[config.mk]
export PLATFORM = sky130hd
export DESIGN_NAME = phio_top
export DESIGN_NICKNAME = d
export VERILOG_FILES = /design/src/phio_pkg.sv /design/src/phio_top.sv /design/src/phio_edge_det.sv /design/src/phio_strobe_gen.sv
export SDC_FILE = /design/constraint.sdc
export NUM_CORES = 1
export LEC_CHECK = 0
export ABC_CLOCK_PERIOD_IN_PS = 1800
export BUFFER_PORTS_ARGS = -buffer_cell sky130_fd_sc_hd__buf_2
export CAP_MARGIN = 20
export CORE_MARGIN = 2
export CORE_UTILIZATION = 46
export DETAILED_ROUTE_END_ITERATION = 10
export GPL_TIMING_DRIVEN = 0
export PLACE_DENSITY = 0.83
export SLEW_MARGIN = 20
export SYNTH_ARGS = -nofsm -noshare
export SYNTH_HDL_FRONTEND = slang
export SYNTH_SLANG_ARGS = --single-unit
[constraint.sdc]
create_clock -name clk_sys -period 1.8 [get_ports clk_sys]
set_input_delay 0.09 -clock clk_sys [delete_from_list [all_inputs] [get_ports clk_sys]]
set_output_delay 0.09 -clock clk_sys [all_outputs]
set_load 0.02 [all_outputs]
[src/phio_pkg.sv]
// Notes on behaviour
// selected strobe_in edge latches port C, sets flag
// flag sets on a clock edge, synchronously
// flag clear: control read arms, access completes
// completing access: latch read, or write in output
// completing access judged by mode at that time
// strobe_in edge disarms; pending clear is dropped
// irq raised while flag set and enable high
// irq is one maskable request line
// open drain: port C never drives high
// simple mode: port B write pulses strobe_out
// full handshake: port B is plain output
// direction bit matters only in full handshake
// interlocked strobe_out holds until strobe_in edge
// pulse lasts two E cycles; simple always pulsed
// edge select: 0 falling, 1 rising
// three-state output enable is edge_sel xor strobe_in
// one set/reset flop, polarity select outside it
// input handshake: latch read asserts strobe_out
// input handshake: strobe_in edge negates strobe_out
// partner waits for ready before new strobe
// output handshake: latch write drives, asserts strobe
// reset selects simple strobe mode
package phio_pkg;

  // ----------------------------------------------------------------
  // register map
  // ----------------------------------------------------------------
  localparam logic [7:0] PHIO_CTRL_OFS   = 8'h00;
  localparam logic [7:0] PHIO_LATCH_OFS  = 8'h04;
  localparam logic [7:0] PHIO_PORTB_OFS  = 8'h08;
  localparam logic [7:0] PHIO_PORTC_OFS  = 8'h0C;
  localparam logic [7:0] PHIO_DIR_OFS    = 8'h10;
  localparam logic [7:0] PHIO_PINS_OFS   = 8'h14;

  // control register field positions
  localparam int PHIO_FLAG_BIT  = 7;
  localparam int PHIO_IRQEN_BIT = 6;
  localparam int PHIO_ODRN_BIT  = 5;
  localparam int PHIO_FULL_BIT  = 4;
  localparam int PHIO_OUTD_BIT  = 3;
  localparam int PHIO_PULSE_BIT = 2;
  localparam int PHIO_EDGE_BIT  = 1;
  localparam int PHIO_POL_BIT   = 0;

  // reset values
  localparam logic [7:0] PHIO_CTRL_RST  = 8'h03;
  localparam logic [7:0] PHIO_DATA_RST  = 8'h00;

  // ----------------------------------------------------------------
  // timing
  // ----------------------------------------------------------------
  localparam int PHIO_CLK_NS      = 4;
  localparam int PHIO_E_NS        = 500;
  localparam int PHIO_STROBE_OUT_E      = 2;
  localparam int PHIO_STROBE_OUT_CYC    = (PHIO_STROBE_OUT_E * PHIO_E_NS + PHIO_CLK_NS - 1) / PHIO_CLK_NS;

  // control fields as software writes them
  typedef struct packed {
    logic irq_en;
    logic open_drain;
    logic full_hs;
    logic out_dir;
    logic pulse;
    logic edge_sel;
    logic active_high;
  } phio_ctrl_t;

  typedef enum logic [1:0] {
    PHIO_SIMPLE,
    PHIO_FULL_IN,
    PHIO_FULL_OUT
  } phio_mode_t;

endpackage : phio_pkg

[src/phio_top.sv]
// Local design decisions: the APB register port and the register addresses.
`timescale 1ns/1ps
// ------------------------------------------------------------------
// parallel handshake port: apb registers and handshake control
// ------------------------------------------------------------------
module phio_top #(
  parameter int PULSE_CYC = phio_pkg::PHIO_STROBE_OUT_CYC
) (
  input  wire logic        clk_sys,
  input  wire logic        rst_n,
  // apb slave
  input  wire logic        psel,
  input  wire logic        penable,
  input  wire logic        pwrite,
  input  wire logic [7:0]  paddr,
  input  wire logic [31:0] pwdata,
  input  wire logic [3:0]  pstrb,
  output logic      [31:0] prdata,
  output logic             pready,
  output logic             pslverr,
  // strobes
  input  wire logic        strobe_in,
  output logic             strobe_out,
  // port c pins
  input  wire logic [7:0]  portc_in,
  output logic      [7:0]  portc_out,
  output logic      [7:0]  portc_oe,
  // port b pins
  output logic      [7:0]  portb_out,
  // interrupt request
  output logic             irq_req
);

  // ----------------------------------------------------------------
  // state
  // ----------------------------------------------------------------
  phio_pkg::phio_ctrl_t ctrl_reg;
  phio_pkg::phio_mode_t mode;

  logic        strobe_in_flag_reg;
  logic        armed_reg;
  logic [7:0]  portc_latch_reg;
  logic [7:0]  portc_data_reg;
  logic [7:0]  portc_direction_reg;
  logic [7:0]  portb_data_reg;

  logic [31:0] prdata_reg;
  logic        pready_reg;
  logic        pslverr_reg;
  logic        strobe_out_reg;
  logic [7:0]  portc_out_reg;
  logic [7:0]  portc_oe_reg;
  logic        irq_reg;

  logic        edge_hit;
  logic        sr_q;
  logic        sr_set;
  logic        sr_clr;

  // ----------------------------------------------------------------
  // mode decode
  // ----------------------------------------------------------------
  // direction bit only counts in full handshake
  always_comb begin
    if (!ctrl_reg.full_hs) begin
      mode = phio_pkg::PHIO_SIMPLE;
    end else if (ctrl_reg.out_dir) begin
      mode = phio_pkg::PHIO_FULL_OUT;
    end else begin
      mode = phio_pkg::PHIO_FULL_IN;
    end
  end

  // ----------------------------------------------------------------
  // apb decode
  // ----------------------------------------------------------------
  logic setup_ph;
  logic acc_done;
  logic wr_done;
  logic rd_done;
  logic byte0_en;
  logic addr_ok;

  assign setup_ph = psel & ~penable;
  assign acc_done = psel & penable & pready_reg;
  assign wr_done  = acc_done & pwrite & ~pslverr_reg;
  assign rd_done  = acc_done & ~pwrite & ~pslverr_reg;
  assign byte0_en = pstrb[0];

  // only the six words below answer without error
  always_comb begin
    unique case (paddr)
      phio_pkg::PHIO_CTRL_OFS,
      phio_pkg::PHIO_LATCH_OFS,
      phio_pkg::PHIO_PORTB_OFS,
      phio_pkg::PHIO_PORTC_OFS,
      phio_pkg::PHIO_DIR_OFS,
      phio_pkg::PHIO_PINS_OFS: addr_ok = 1'b1;
      default:                 addr_ok = 1'b0;
    endcase
  end

  logic wr_ctrl;
  logic wr_latch;
  logic wr_portb;
  logic wr_portc;
  logic wr_dir;
  logic rd_ctrl;
  logic rd_latch;

  assign wr_ctrl  = wr_done & byte0_en & (paddr == phio_pkg::PHIO_CTRL_OFS);
  assign wr_latch = wr_done & byte0_en & (paddr == phio_pkg::PHIO_LATCH_OFS);
  assign wr_portb = wr_done & byte0_en & (paddr == phio_pkg::PHIO_PORTB_OFS);
  assign wr_portc = wr_done & byte0_en & (paddr == phio_pkg::PHIO_PORTC_OFS);
  assign wr_dir   = wr_done & byte0_en & (paddr == phio_pkg::PHIO_DIR_OFS);
  assign rd_ctrl  = rd_done & (paddr == phio_pkg::PHIO_CTRL_OFS);
  assign rd_latch = rd_done & (paddr == phio_pkg::PHIO_LATCH_OFS);

  // ----------------------------------------------------------------
  // apb answer
  // ----------------------------------------------------------------
  // one wait-free access phase; pready rises for exactly one cycle
  always_ff @(posedge clk_sys) begin
    if (!rst_n) begin
      pready_reg  <= 1'b0;
      pslverr_reg <= 1'b0;
    end else begin
      pready_reg  <= setup_ph;
      pslverr_reg <= setup_ph & ~addr_ok;
    end
  end

  // read data is sampled in the setup cycle, flag included
  logic [7:0] rd_byte;

  always_comb begin
    rd_byte = 8'h00;
    unique case (paddr)
      phio_pkg::PHIO_CTRL_OFS: begin
        rd_byte                         = {1'b0, ctrl_reg};
        rd_byte[phio_pkg::PHIO_FLAG_BIT] = strobe_in_flag_reg;
      end
      phio_pkg::PHIO_LATCH_OFS: rd_byte = portc_latch_reg;
      phio_pkg::PHIO_PORTB_OFS: rd_byte = portb_data_reg;
      phio_pkg::PHIO_PORTC_OFS: rd_byte = portc_data_reg;
      phio_pkg::PHIO_DIR_OFS:   rd_byte = portc_direction_reg;
      phio_pkg::PHIO_PINS_OFS:  rd_byte = portc_in;
      default:                  rd_byte = 8'h00;
    endcase
  end

  always_ff @(posedge clk_sys) begin
    if (!rst_n) begin
      prdata_reg <= 32'h0000_0000;
    end else if (setup_ph && !pwrite) begin
      prdata_reg <= {24'h00_0000, rd_byte};
    end
  end

  // ----------------------------------------------------------------
  // control register
  // ----------------------------------------------------------------
  // reset forces simple strobe mode
  always_ff @(posedge clk_sys) begin
    if (!rst_n) begin
      ctrl_reg <= phio_pkg::PHIO_CTRL_RST[6:0];
    end else if (wr_ctrl) begin
      ctrl_reg <= pwdata[6:0];                      // polarity flips pin only
    end
  end

  // ----------------------------------------------------------------
  // port data registers
  // ----------------------------------------------------------------
  // port b is always a plain output; strobe tie-in is mode gated
  always_ff @(posedge clk_sys) begin
    if (!rst_n) begin
      portb_data_reg <= phio_pkg::PHIO_DATA_RST;
    end else if (wr_portb) begin
      portb_data_reg <= pwdata[7:0];
    end
  end

  // in output handshake a latch write places output data, as a port write does
  always_ff @(posedge clk_sys) begin
    if (!rst_n) begin
      portc_data_reg <= phio_pkg::PHIO_DATA_RST;
    end else if (wr_latch && mode == phio_pkg::PHIO_FULL_OUT) begin
      portc_data_reg <= pwdata[7:0];
    end else if (wr_portc) begin
      portc_data_reg <= pwdata[7:0];
    end
  end

  always_ff @(posedge clk_sys) begin
    if (!rst_n) begin
      portc_direction_reg <= phio_pkg::PHIO_DATA_RST;
    end else if (wr_dir) begin
      portc_direction_reg <= pwdata[7:0];
    end
  end

  // ----------------------------------------------------------------
  // strobe_in edge and input latch
  // ----------------------------------------------------------------
  phio_edge_det u_edge (
    .clk_sys   (clk_sys),
    .rst_n     (rst_n),
    .strobe_in (strobe_in),
    .edge_sel  (ctrl_reg.edge_sel),
    .edge_hit  (edge_hit)
  );

  // latch in every mode; pins are sampled on the edge cycle
  always_ff @(posedge clk_sys) begin
    if (!rst_n) begin
      portc_latch_reg <= phio_pkg::PHIO_DATA_RST;
    end else if (edge_hit) begin
      portc_latch_reg <= portc_in;
    end
  end

  // ----------------------------------------------------------------
  // strobe_in flag and two step clear
  // ----------------------------------------------------------------
  // completing access is judged with the mode of this cycle
  logic clear_step;

  assign clear_step = (mode == phio_pkg::PHIO_FULL_OUT) ? wr_latch
                                                        : rd_latch;

  // arm on control read with flag set; a selected strobe_in edge disarms
  always_ff @(posedge clk_sys) begin
    if (!rst_n) begin
      armed_reg <= 1'b0;
    end else if (edge_hit) begin
      armed_reg <= 1'b0;
    end else if (rd_ctrl && strobe_in_flag_reg) begin
      armed_reg <= 1'b1;
    end else if (clear_step) begin
      armed_reg <= 1'b0;
    end
  end

  // set wins over the clear; flag moves only on a clock edge
  always_ff @(posedge clk_sys) begin
    if (!rst_n) begin
      strobe_in_flag_reg <= 1'b0;
    end else if (edge_hit) begin
      strobe_in_flag_reg <= 1'b1;
    end else if (armed_reg && clear_step) begin
      strobe_in_flag_reg <= 1'b0;
    end
  end

  // ----------------------------------------------------------------
  // interrupt request
  // ----------------------------------------------------------------
  // level request, masked by the enable bit
  always_ff @(posedge clk_sys) begin
    if (!rst_n) begin
      irq_reg <= 1'b0;
    end else begin
      irq_reg <= strobe_in_flag_reg & ctrl_reg.irq_en;
    end
  end

  // ----------------------------------------------------------------
  // strobe_out generation
  // ----------------------------------------------------------------
  // set source depends on mode; port b writes only in simple mode
  always_comb begin
    unique case (mode)
      phio_pkg::PHIO_SIMPLE:   sr_set = wr_portb;
      phio_pkg::PHIO_FULL_IN:  sr_set = rd_latch;
      phio_pkg::PHIO_FULL_OUT: sr_set = wr_latch;
    endcase
  end

  // in full handshake an edge negates the strobe; a set in the same cycle wins
  assign sr_clr = ctrl_reg.full_hs & edge_hit;

  logic interlock;

  // simple mode is always pulsed
  assign interlock = ctrl_reg.full_hs & ~ctrl_reg.pulse;

  phio_strobe_gen #(
    .PULSE_CYC (PULSE_CYC)
  ) u_strobe_out (
    .clk_sys   (clk_sys),
    .rst_n     (rst_n),
    .set_req   (sr_set),
    .ack_clr   (sr_clr),
    .interlock (interlock),
    .q         (sr_q)
  );

  // polarity is applied after the flop, so toggling it keeps state
  always_ff @(posedge clk_sys) begin
    if (!rst_n) begin
      strobe_out_reg <= ~phio_pkg::PHIO_CTRL_RST[phio_pkg::PHIO_POL_BIT];
    end else begin
      strobe_out_reg <= ctrl_reg.active_high ? sr_q : ~sr_q;
    end
  end

  // ----------------------------------------------------------------
  // port c drivers
  // ----------------------------------------------------------------
  // three-state variant: in output handshake an active strobe_in level drives all pins not held off by open drain
  logic       ts_en;
  logic [7:0] drive_en;
  logic [7:0] oe_next;

  assign ts_en    = (mode == phio_pkg::PHIO_FULL_OUT)
                    & (ctrl_reg.edge_sel ^ strobe_in);
  assign drive_en = portc_direction_reg | {8{ts_en}};

  // open drain: only drive low; external pull-up gives the high
  genvar gi;
  generate
    for (gi = 0; gi < 8; gi++) begin : g_pin
      assign oe_next[gi] = drive_en[gi]
                           & ~(ctrl_reg.open_drain & portc_data_reg[gi]);
    end
  endgenerate

  always_ff @(posedge clk_sys) begin
    if (!rst_n) begin
      portc_oe_reg  <= 8'h00;
      portc_out_reg <= phio_pkg::PHIO_DATA_RST;
    end else begin
      portc_oe_reg  <= oe_next;
      portc_out_reg <= portc_data_reg;
    end
  end

  // ----------------------------------------------------------------
  // outputs
  // ----------------------------------------------------------------
  assign prdata     = prdata_reg;
  assign pready     = pready_reg;
  assign pslverr    = pslverr_reg;
  assign strobe_out = strobe_out_reg;
  assign portc_out  = portc_out_reg;
  assign portc_oe   = portc_oe_reg;
  assign portb_out  = portb_data_reg;
  assign irq_req    = irq_reg;

endmodule : phio_top

[src/phio_edge_det.sv]
`timescale 1ns/1ps
// ------------------------------------------------------------------
// strobe_in edge detector
// ------------------------------------------------------------------
module phio_edge_det (
  input  wire logic clk_sys,
  input  wire logic rst_n,
  input  wire logic strobe_in,
  input  wire logic edge_sel,
  output logic      edge_hit
);

  logic prev_reg;
  logic prime_reg;

  // previous level; first cycle after reset never reports an edge
  always_ff @(posedge clk_sys) begin
    if (!rst_n) begin
      prev_reg  <= 1'b0;
      prime_reg <= 1'b0;
    end else begin
      prev_reg  <= strobe_in;
      prime_reg <= 1'b1;
    end
  end

  // only the selected direction counts
  assign edge_hit = prime_reg & (edge_sel ? (strobe_in & ~prev_reg)
                                          : (~strobe_in & prev_reg));

endmodule : phio_edge_det

[src/phio_strobe_gen.sv]
`timescale 1ns/1ps
// ------------------------------------------------------------------
// strobe_out set/reset flop with pulse timer
// ------------------------------------------------------------------
module phio_strobe_gen #(
  parameter int PULSE_CYC = phio_pkg::PHIO_STROBE_OUT_CYC
) (
  input  wire logic clk_sys,
  input  wire logic rst_n,
  input  wire logic set_req,
  input  wire logic ack_clr,
  input  wire logic interlock,
  output logic      q
);

  localparam int CW = $clog2(PULSE_CYC + 1);
  localparam logic [CW-1:0] LAST = CW'(PULSE_CYC - 1);

  logic [CW-1:0] cnt_reg;
  logic          q_reg;

  // set wins over every clear so a request is never lost
  always_ff @(posedge clk_sys) begin
    if (!rst_n) begin
      q_reg   <= 1'b0;
      cnt_reg <= '0;
    end else if (set_req) begin
      q_reg   <= 1'b1;
      cnt_reg <= '0;
    end else if (q_reg && ack_clr) begin
      q_reg   <= 1'b0;
    end else if (q_reg && !interlock) begin
      if (cnt_reg == LAST) begin
        q_reg <= 1'b0;
      end else begin
        cnt_reg <= cnt_reg + 1'b1;
      end
    end
  end

  assign q = q_reg;

endmodule : phio_strobe_gen

==> results.sh, run 1 <==
export IMPL_run_status="finished, final reports clean"
export IMPL_cts_tree="built"
export IMPL_num_fill_cells=714
export IMPL_grt_pass1_vias=3396
export IMPL_holdPathEnd="portc_data_reg[7]"
export IMPL_ys_seq_elements=80
export IMPL_async_flop_share=0
export IMPL_layout_commonest_cell="dfxtp_1"
export IMPL_n_antenna_cell=0
export IMPL_synthTopCellsByArea="dfxtp_1 42%, mux2i_1 9.6%, buf_4 4.8%, nor2_1 3.8%, a21oi_1 3.7%"
export IMPL_drive_gt1_frac=0.259
export IMPL_start_util=0.466
export IMPL_vias=3612
export IMPL_cts_sinks=80
export IMPL_seq_area_sq_um=1600
export IMPL_r2r_cells=5
export IMPL_fp_row_count=33
export IMPL_ir_drop_v=0.000321
export IMPL_syn_area_sq_um=3770
export IMPL_die_w_microns=94.5
export IMPL_powerDensity_nw_per_um2=740
export IMPL_yosysUniqueCellTypes=55
export IMPL_cp_required_ns=2.03
export IMPL_finalWirelength_microns=10500
export IMPL_fmax_ghz=0.587
export IMPL_timing_hold_violations_final=0
export IMPL_whs_path_depth=3
export IMPL_die_area_sq_um=8930
export IMPL_path_clk_slew_ns=0.08
export IMPL_firstDrtPassIters=5
export IMPL_slew_viol_final=0
export IMPL_rr_endpoint="ctrl_reg[4]"
export IMPL_placedCellCount=605
export IMPL_htreeDepth=3
export IMPL_core_region_area_sq_um=8090
export IMPL_synth_edf_count=0
export IMPL_worstMarginPinSlew_ns=0.727
export IMPL_num_io_pins=118
export IMPL_antenna_found_initial=0
export IMPL_vias_per_cell=5.71
export IMPL_syn_avg_cell_area_sq_um=9.15
export IMPL_rsz0062_at_grt="no"
export IMPL_setup_tns_ns=0
export IMPL_ys_warn_count=0
export IMPL_final_cell_mix="80 x dfxtp_1, 67 x buf_2, 38 x nor2_1"
export IMPL_cp_max_fo=6
export IMPL_cts_inserted_buffers=9
export IMPL_multiInputGateArea_sq_um=2000
export IMPL_setup_slack_ns=0.0958
export IMPL_startpoint="pslverr"
export IMPL_gr_total_overflow=0
export IMPL_maxCapViolCount=0
export IMPL_ys_flop_type="dfxtp_1"
export IMPL_arrival_ns=1.94
export IMPL_post_route_period_util=0.947
export IMPL_grt_usage=0.243
export IMPL_final_cells=633
export IMPL_place_gp_congestion=0.953
export IMPL_syn_to_final_growth_pct=25.0
export IMPL_wl_per_cell_microns=16.5
export IMPL_rr_startpoint="pslverr"
export IMPL_setup_viol=0
export IMPL_critPathLaunchType="register"
export IMPL_syn_inst=412
export IMPL_end_kind="register"
export IMPL_dpl_worst_slack_ns=-0.416
export IMPL_slew_headroom=0.515
export IMPL_hold_start="pwdata[7]"
export IMPL_grt_pass1_wl_microns=16600
export IMPL_final_antenna_net_count=0
export IMPL_path_class="reg -> reg"
export IMPL_yosys_area_top_type="dfxtp_1"
export IMPL_yosysTopAreaCellShare=0.425
export IMPL_final_nets=583
export IMPL_port_buffers=65
export IMPL_drc=0
export IMPL_place_hpwl_microns=7390
export IMPL_rrSetupSlack_ns=0.1
export IMPL_post_route_min_period_ns=1.70
export IMPL_grt_max_degree=17
export IMPL_cts_root_buf="clkbuf_8"
export IMPL_insertion_delay_ns=0.37
export IMPL_cellLeakagePower_nw=1.98
export IMPL_ys_seq_area_frac=0.425
export IMPL_hold_path_class="in -> reg"
export IMPL_drt_initial_drc_count=353
export IMPL_clock_path_buffers=2
export IMPL_fp_dieH_microns=94.5
export IMPL_skew_ns=0.00553
## worst max path at each step
stage | end | cells after the start
6_report | ctrl_reg[4] | 5
5_1_grt | u_strobe_out.cnt_reg[4] | 4
4_1_cts | armed_reg | 5
3_5_place_dp | portc_direction_reg[7] | 7
3_3_place_gp | portc_direction_reg[5] | 7
2_1_floorplan | portc_direction_reg[0] | 6
## metrics by stage
step	area [sq um]	power, W	hold WS, ns	util
after CTS	4710	0.00348	0.000612	0.582
after floorplan	3890	0.00206	0.118	-
final	4710	0.00348	0.00875	0.582
after detailed placement	4350	0.00217	0.314	0.537
after global routing	4710	0.00358	0.0215	0.582
after global placement	4350	0.00216	0.315	0.537
## cell usage after synthesis (all sizes together) (3+ instances only)
cell and instances:
a211oi 8, a21oi 28, a22oi 6, a31oi 5, and2 10, and3 3
buf 30, clkbuf 18, dfxtp 80, inv 4, mux2 7, mux2i 36
nand2 19, nand3 19, nand4 9, nand4b 4, nor2 38, nor3 3
nor3b 6, nor4 5, o21a 3, o21ai 23, o22ai 5, o31ai 6
or3 4, or4 7
## cells by family (layout without fill, tap and decap cells)
logic type / count (synthesis) / count (layout) / share of synthesized area
fa+ha+maj: 2 / 2 / 0.00664
compound gates: 93 / 93 / 0.153
other cells: 1 / 24 / 0.000995
flops: 80 / 80 / 0.425
simple gates: 139 / 139 / 0.211
buf+inv: 52 / 145 / 0.0823
mux: 43 / 43 / 0.117
xor+xnor: 2 / 2 / 0.00465
## per-layer routing
layer  up-vias  GRT usage  share of wire  wire (microns)
li1       1674          -              -               -
met1      1677      0.299           0.40            4190
met2       225      0.416           0.47            4960
met3        36     0.0399          0.094             986
met4         0      0.111          0.031             325
met5         -          0              0               0
## timing repair
| item | CTS | global route |
|---|---|---|
| gates cloned | 0 | 0 |
| hold buffers | 10 | 0 |
| resized for setup | 3 | 3 |
| hold endpoints to repair | 10 | 0 |
| buffers inserted | 5 | 0 |
| setup endpoints to repair | 21 | 17 |
| pin swaps | 3 | 0 |
## critical path, cell delays in order (launching register included)
cell	delay, ns
dfxtp_1	0.32
nand4b_2	0.37
nor4_4	0.37
buf_4	0.21
mux2i_1	0.23
nor2_1	0.06
## layout make-up
type / count / share of cell area
Inverter: 4 / 0.00319
Multi-Input combinational cell: 303 / 0.424
Clock inverter: 6 / 0.0143
Tap cell: 105 / 0.0279
Timing Repair Buffer: 80 / 0.101
Clock buffer: 10 / 0.0271
Buffer: 45 / 0.0627
Sequential cell: 80 / 0.340
## power by group
part,internal (W),total (W),switching (W)
sequential,0.00179,0.00180,0.0000117
clock,0.000645,0.00133,0.000680
combinational,0.000141,0.000358,0.000217
No activity file was read; power rests on OpenSTA's default activity.
==> inputs of run 2 (changes only) <==
Settings changed: RECOVER_POWER set to 25.
==> run 2 against run 1 <==
Effect of this change:
- clock skew is 0.00080 ns higher
- via count is 0.50% lower
- clock power barely moved
- utilization decreased by 0.42 points
- maximum frequency rose by 0.17%
==> results.sh, run 2 (synthesized netlist as in run 1, its figures left out) <==
export IMPL_rsz0062_at_grt="no"
export IMPL_top_usage_layer="met2"
export IMPL_gr_usage_met1=0.299
export IMPL_vias=3594
export IMPL_grtUsageMet2=0.416
export IMPL_final_cell_mix="80 x dfxtp_1, 41 x clkbuf_1, 40 x buf_2"
export IMPL_num_fill_cells=724
export IMPL_skew_ns=0.00633
export IMPL_post_route_period_util=0.945
export IMPL_wl_per_cell_microns=16.5
export IMPL_drive_gt1_frac=0.208
export IMPL_gr_usage_met3=0.0399
export IMPL_grt_pass1_vias=3396
export IMPL_post_route_util=0.578
export IMPL_cp_max_fo=6
export IMPL_firstDrtPassIters=5
export IMPL_maxCapViolCount=0
export IMPL_insertion_delay_ns=0.37
export IMPL_htreeDepth=3
export IMPL_worstMarginPinSlew_ns=0.732
export IMPL_start_util=0.466
export IMPL_arrival_ns=1.94
export IMPL_gr_total_overflow=0
export IMPL_final_antenna_net_count=0
export IMPL_grt_pass1_wl_microns=16600
export IMPL_dpl_worst_slack_ns=-0.416
export IMPL_post_route_min_period_ns=1.70
export IMPL_place_hpwl_microns=7390
export IMPL_path_clk_slew_ns=0.08
export IMPL_seq_area_sq_um=1600
export IMPL_die_w_microns=94.5
export IMPL_multiInputGateArea_sq_um=2000
export IMPL_run_status="finished, final reports clean"
export IMPL_startpoint="pslverr"
export IMPL_cts_inserted_buffers=9
export IMPL_rr_startpoint="pslverr"
export IMPL_num_io_pins=118
export IMPL_die_area_sq_um=8930
export IMPL_port_buffers=65
export IMPL_drc=0
export IMPL_grt_usage=0.243
export IMPL_fp_row_count=33
export IMPL_cts_sinks=80
export IMPL_cts_root_buf="clkbuf_8"
export IMPL_fp_dieH_microns=94.5
export IMPL_setup_viol=0
export IMPL_slew_headroom=0.512
export IMPL_hold_path_class="in -> reg"
export IMPL_cts_tree="built"
export IMPL_cpPeakStageDelay_ns=0.37
export IMPL_final_nets=583
export IMPL_antenna_found_initial=0
export IMPL_core_region_area_sq_um=8090
export IMPL_whs_path_depth=3
export IMPL_ir_drop_v=0.000319
export IMPL_syn_to_final_growth_pct=24.1
export IMPL_critPathLaunchType="register"
export IMPL_setup_slack_ns=0.0987
export IMPL_finalWirelength_microns=10500
export IMPL_place_gp_congestion=0.953
export IMPL_slowest_stage="nand4b_2"
export IMPL_timing_hold_violations_final=0
export IMPL_slew_viol_final=0
export IMPL_r2r_cells=5
export IMPL_end_kind="register"
export IMPL_drt_initial_drc_count=374
export IMPL_hold_start="pwdata[7]"
export IMPL_clock_path_buffers=2
export IMPL_cellLeakagePower_nw=1.86
export IMPL_path_cells="nand4b_2 > nor4_4 > buf_4 > mux2i_1 > nor2_1"
export IMPL_grt_max_degree=17
export IMPL_n_antenna_cell=0
export IMPL_layout_commonest_cell="dfxtp_1"
export IMPL_cp_required_ns=2.03
export IMPL_fmax_ghz=0.588
export IMPL_path_class="reg -> reg"
export IMPL_vias_per_cell=5.68
export IMPL_powerDensity_nw_per_um2=745
## run 2: cell types whose count changed in the layout (fill, tap and decap cells not counted)
cell and change:
buf_2 -27, clkbuf_1 +27
## run 2: layout make-up
cell class                      instances  area share
Clock inverter                          6      0.0145
Clock buffer                           10      0.0273
Buffer                                 45      0.0632
Tap cell                              105      0.0281
Sequential cell                        80       0.343
Multi-Input combinational cell        303       0.427
Inverter                                4     0.00321
Timing Repair Buffer                   80      0.0945
## run 2: final timing paths
path	slack [ns]	to
setup / recovery	0.1	ctrl_reg[4]
hold / removal	0.01	portc_data_reg[7]
setup reg to reg	0.1	ctrl_reg[4]
hold reg to reg	0.47	strobe_in_flag_reg
## run 2: timing repair
item / 4_1_cts / 5_1_grt
pin swaps: 3 / 0
resized for setup: 3 / 3
hold buffers: 10 / 0
setup buffers: 5 / 0
setup endpoints to repair: 21 / 17
hold endpoints to repair: 10 / 0
## run 2: layer usage
layer	vias up	share of wire
li1	1676	-
met1	1683	0.40
met2	206	0.48
met3	29	0.095
met4	0	0.026
met5	-	0
## run 2: where the power goes
group	switching, W	internal (W)	total, W
Clock	0.000683	0.000645	0.00133
Combinational	0.000218	0.000138	0.000356
Sequential	0.0000118	0.00179	0.00180
Total	0.000913	0.00257	0.00349
## run 2: through the flow
step	TNS [ns]	instances	power, W	instance area (sq um)	hold WS, ns
floorplan	-0.109	435	0.00206	3890	0.118
global placement	-7.44	605	0.00216	4350	0.315
detailed placement	-9.23	605	0.00217	4350	0.314
CTS	0	634	0.00348	4710	0.000612
global route	0	633	0.00358	4680	0.0215
finish	0	633	0.00349	4680	0.0138
## run 2: worst max-delay path, delay by kind of cell (launching register included)
kind                   cells  cell delay, ns
buffers and inverters      1            0.21
and+or+nand+nor            3            0.80
DFF                        1            0.32
muxes                      1            0.23
==> inputs of run 3 (changes only) <==
Settings changed: SETUP_SLACK_MARGIN set to 0.3.
==> run 3 against run 2 <==
Effect of this change:
- the flow now finishes with violations (hold timing)
- via count rose by 6.6%
- sequential power about the same
- die area unchanged
- sequential share of layout area fell by 1.9 points
- cell area increased by 7.1%
- maximum frequency up 7.9%
- utilization up 4.1 points
- register-to-register slack better by 0.12 ns
- non-clock buffer count increased by 20
- power fell by 2.1%
- global-route usage increased by 0.48 points
- largest cell class unchanged
- largest power group unchanged
==> results.sh, run 3 (synthesized netlist as in run 1, its figures left out) <==
export IMPL_drc=0
export IMPL_drt_initial_drc_count=370
export IMPL_cts_tree="built"
export IMPL_place_hpwl_microns=7420
export IMPL_rsz0062_at_grt="yes"
export IMPL_gr_total_overflow=0
export IMPL_hold_start="portc_in[2]"
export IMPL_syn_to_final_growth_pct=32.9
export IMPL_finalPower_w=0.00341
export IMPL_grt_usage=0.248
export IMPL_fp_row_count=33
export IMPL_ir_drop_v=0.000299
export IMPL_arrival_ns=1.81
export IMPL_cp_max_fo=6
export IMPL_violations="hold timing"
export IMPL_cts_sinks=80
export IMPL_vias_per_cell=5.87
export IMPL_startpoint="pslverr"
export IMPL_run_status="finished, violations left"
export IMPL_num_io_pins=118
export IMPL_setup_viol=0
export IMPL_start_util=0.466
export IMPL_path_clk_slew_ns=0.08
export IMPL_port_buffers=65
export IMPL_layout_commonest_cell="dfxtp_1"
export IMPL_die_area_sq_um=8930
export IMPL_hold_path_class="in -> reg"
export IMPL_post_route_period_util=0.876
export IMPL_grt_max_degree=14
export IMPL_wl_per_cell_microns=18.1
export IMPL_final_cell_mix="72 x dfxtp_1, 49 x buf_2, 45 x buf_4"
export IMPL_critPathLaunchType="register"
export IMPL_slew_viol_final=0
export IMPL_post_route_min_period_ns=1.58
export IMPL_clock_path_buffers=2
export IMPL_fp_dieH_microns=94.5
export IMPL_vias=3832
export IMPL_cellLeakagePower_nw=2.03
export IMPL_grt_pass1_vias=3377
export IMPL_cts_inserted_buffers=9
export IMPL_maxCapViolCount=0
export IMPL_htreeDepth=3
export IMPL_antenna_found_initial=0
export IMPL_whs_ns=-0.00222
export IMPL_place_gp_congestion=0.951
export IMPL_die_w_microns=94.5
export IMPL_timing_hold_violations_final=1
export IMPL_rr_startpoint="pslverr"
export IMPL_drive_gt1_frac=0.319
export IMPL_insertion_delay_ns=0.36
export IMPL_final_nets=603
export IMPL_slew_headroom=0.471
export IMPL_final_antenna_net_count=0
export IMPL_grt_pass1_wl_microns=16900
export IMPL_powerDensity_nw_per_um2=681
export IMPL_cp_required_ns=2.03
export IMPL_fmax_ghz=0.634
export IMPL_firstDrtPassIters=6
export IMPL_setup_tns_ns=0
export IMPL_n_antenna_cell=0
export IMPL_core_region_area_sq_um=8090
export IMPL_cts_root_buf="clkbuf_8"
export IMPL_worstMarginPinSlew_ns=0.791
export IMPL_finalWirelength_microns=11900
export IMPL_skew_ns=0.00650
export IMPL_path_class="reg -> reg"
export IMPL_end_kind="register"
==> run 3: cell types whose count changed in the layout (fill, tap and decap cells not counted), sizes merged <==
cell,delta
inv,-1
buf,+32
dlygate4sd3,-4
bufinv,-1
clkinv,+1
clkbuf,-6
clkinvlp,-1
==> run 3: routing by layer <==
layer | vias up | part of all wire | wire length [microns] | global-route usage
li1 | 1716 | - | - | -
met1 | 1760 | 0.40 | 4690 | 0.319
met2 | 284 | 0.46 | 5440 | 0.397
met3 | 72 | 0.098 | 1160 | 0.0399
met4 | 0 | 0.047 | 556 | 0.134
met5 | - | 0 | 0 | 0
==> run 3: final cells by class <==
class / count / area [sq um]
Fill cell: 676 / 3090
Buffer: 48 / 342
Clock inverter: 4 / 30.0
Sequential cell: 80 / 1620
Multi-Input combinational cell: 303 / 2120
Timing Repair Buffer: 97 / 602
Inverter: 4 / 15.0
Clock buffer: 12 / 145
Tap cell: 105 / 131
==> run 3: through the flow <==
step	utilization	instance area, sq um	setup slack (ns)	std cells
4_1_cts	0.591	4780	0.0894	640
3_5_place_dp	0.539	4370	-0.385	605
3_3_place_gp	0.539	4370	-0.338	605
2_1_floorplan	-	3910	-0.0102	435
6_report	0.619	5010	0.224	653
5_1_grt	0.619	5010	0.164	653
==> run 3: report_power, final <==
group | switching [W] | total (W) | internal [W]
registers | 0.0000146 | 0.00180 | 0.00179
logic | 0.000235 | 0.000390 | 0.000155
clock network | 0.000679 | 0.00122 | 0.000543
==> run 3: path summary, 6_finish.rpt <==
path | end | slack [ns] | cells past startpoint
max | ctrl_reg[1] | 0.22 | 6
min | portc_latch_reg[2] | -0.002 | 3
max reg2reg | ctrl_reg[1] | 0.22 | 6
min reg2reg | portc_oe[4] | 0.48 | 1
==> run 3: worst max-delay path, cell delays in order, from the launching register on <==
cell	delay, ns
dfxtp_2	0.33
nand4b_4	0.17
buf_6	0.14
nor4_4	0.30
buf_12	0.18
mux2i_4	0.24
nand2_1	0.08
==> run 3: timing repair <==
action,4_1_cts,5_1_grt
cloned,0,1
hold buffers,6,0
hold endpoints to repair,6,0
endpoints found under the setup margin,52,42
pin swaps,3,20
gates resized for setup,16,50
setup buffers,13,12
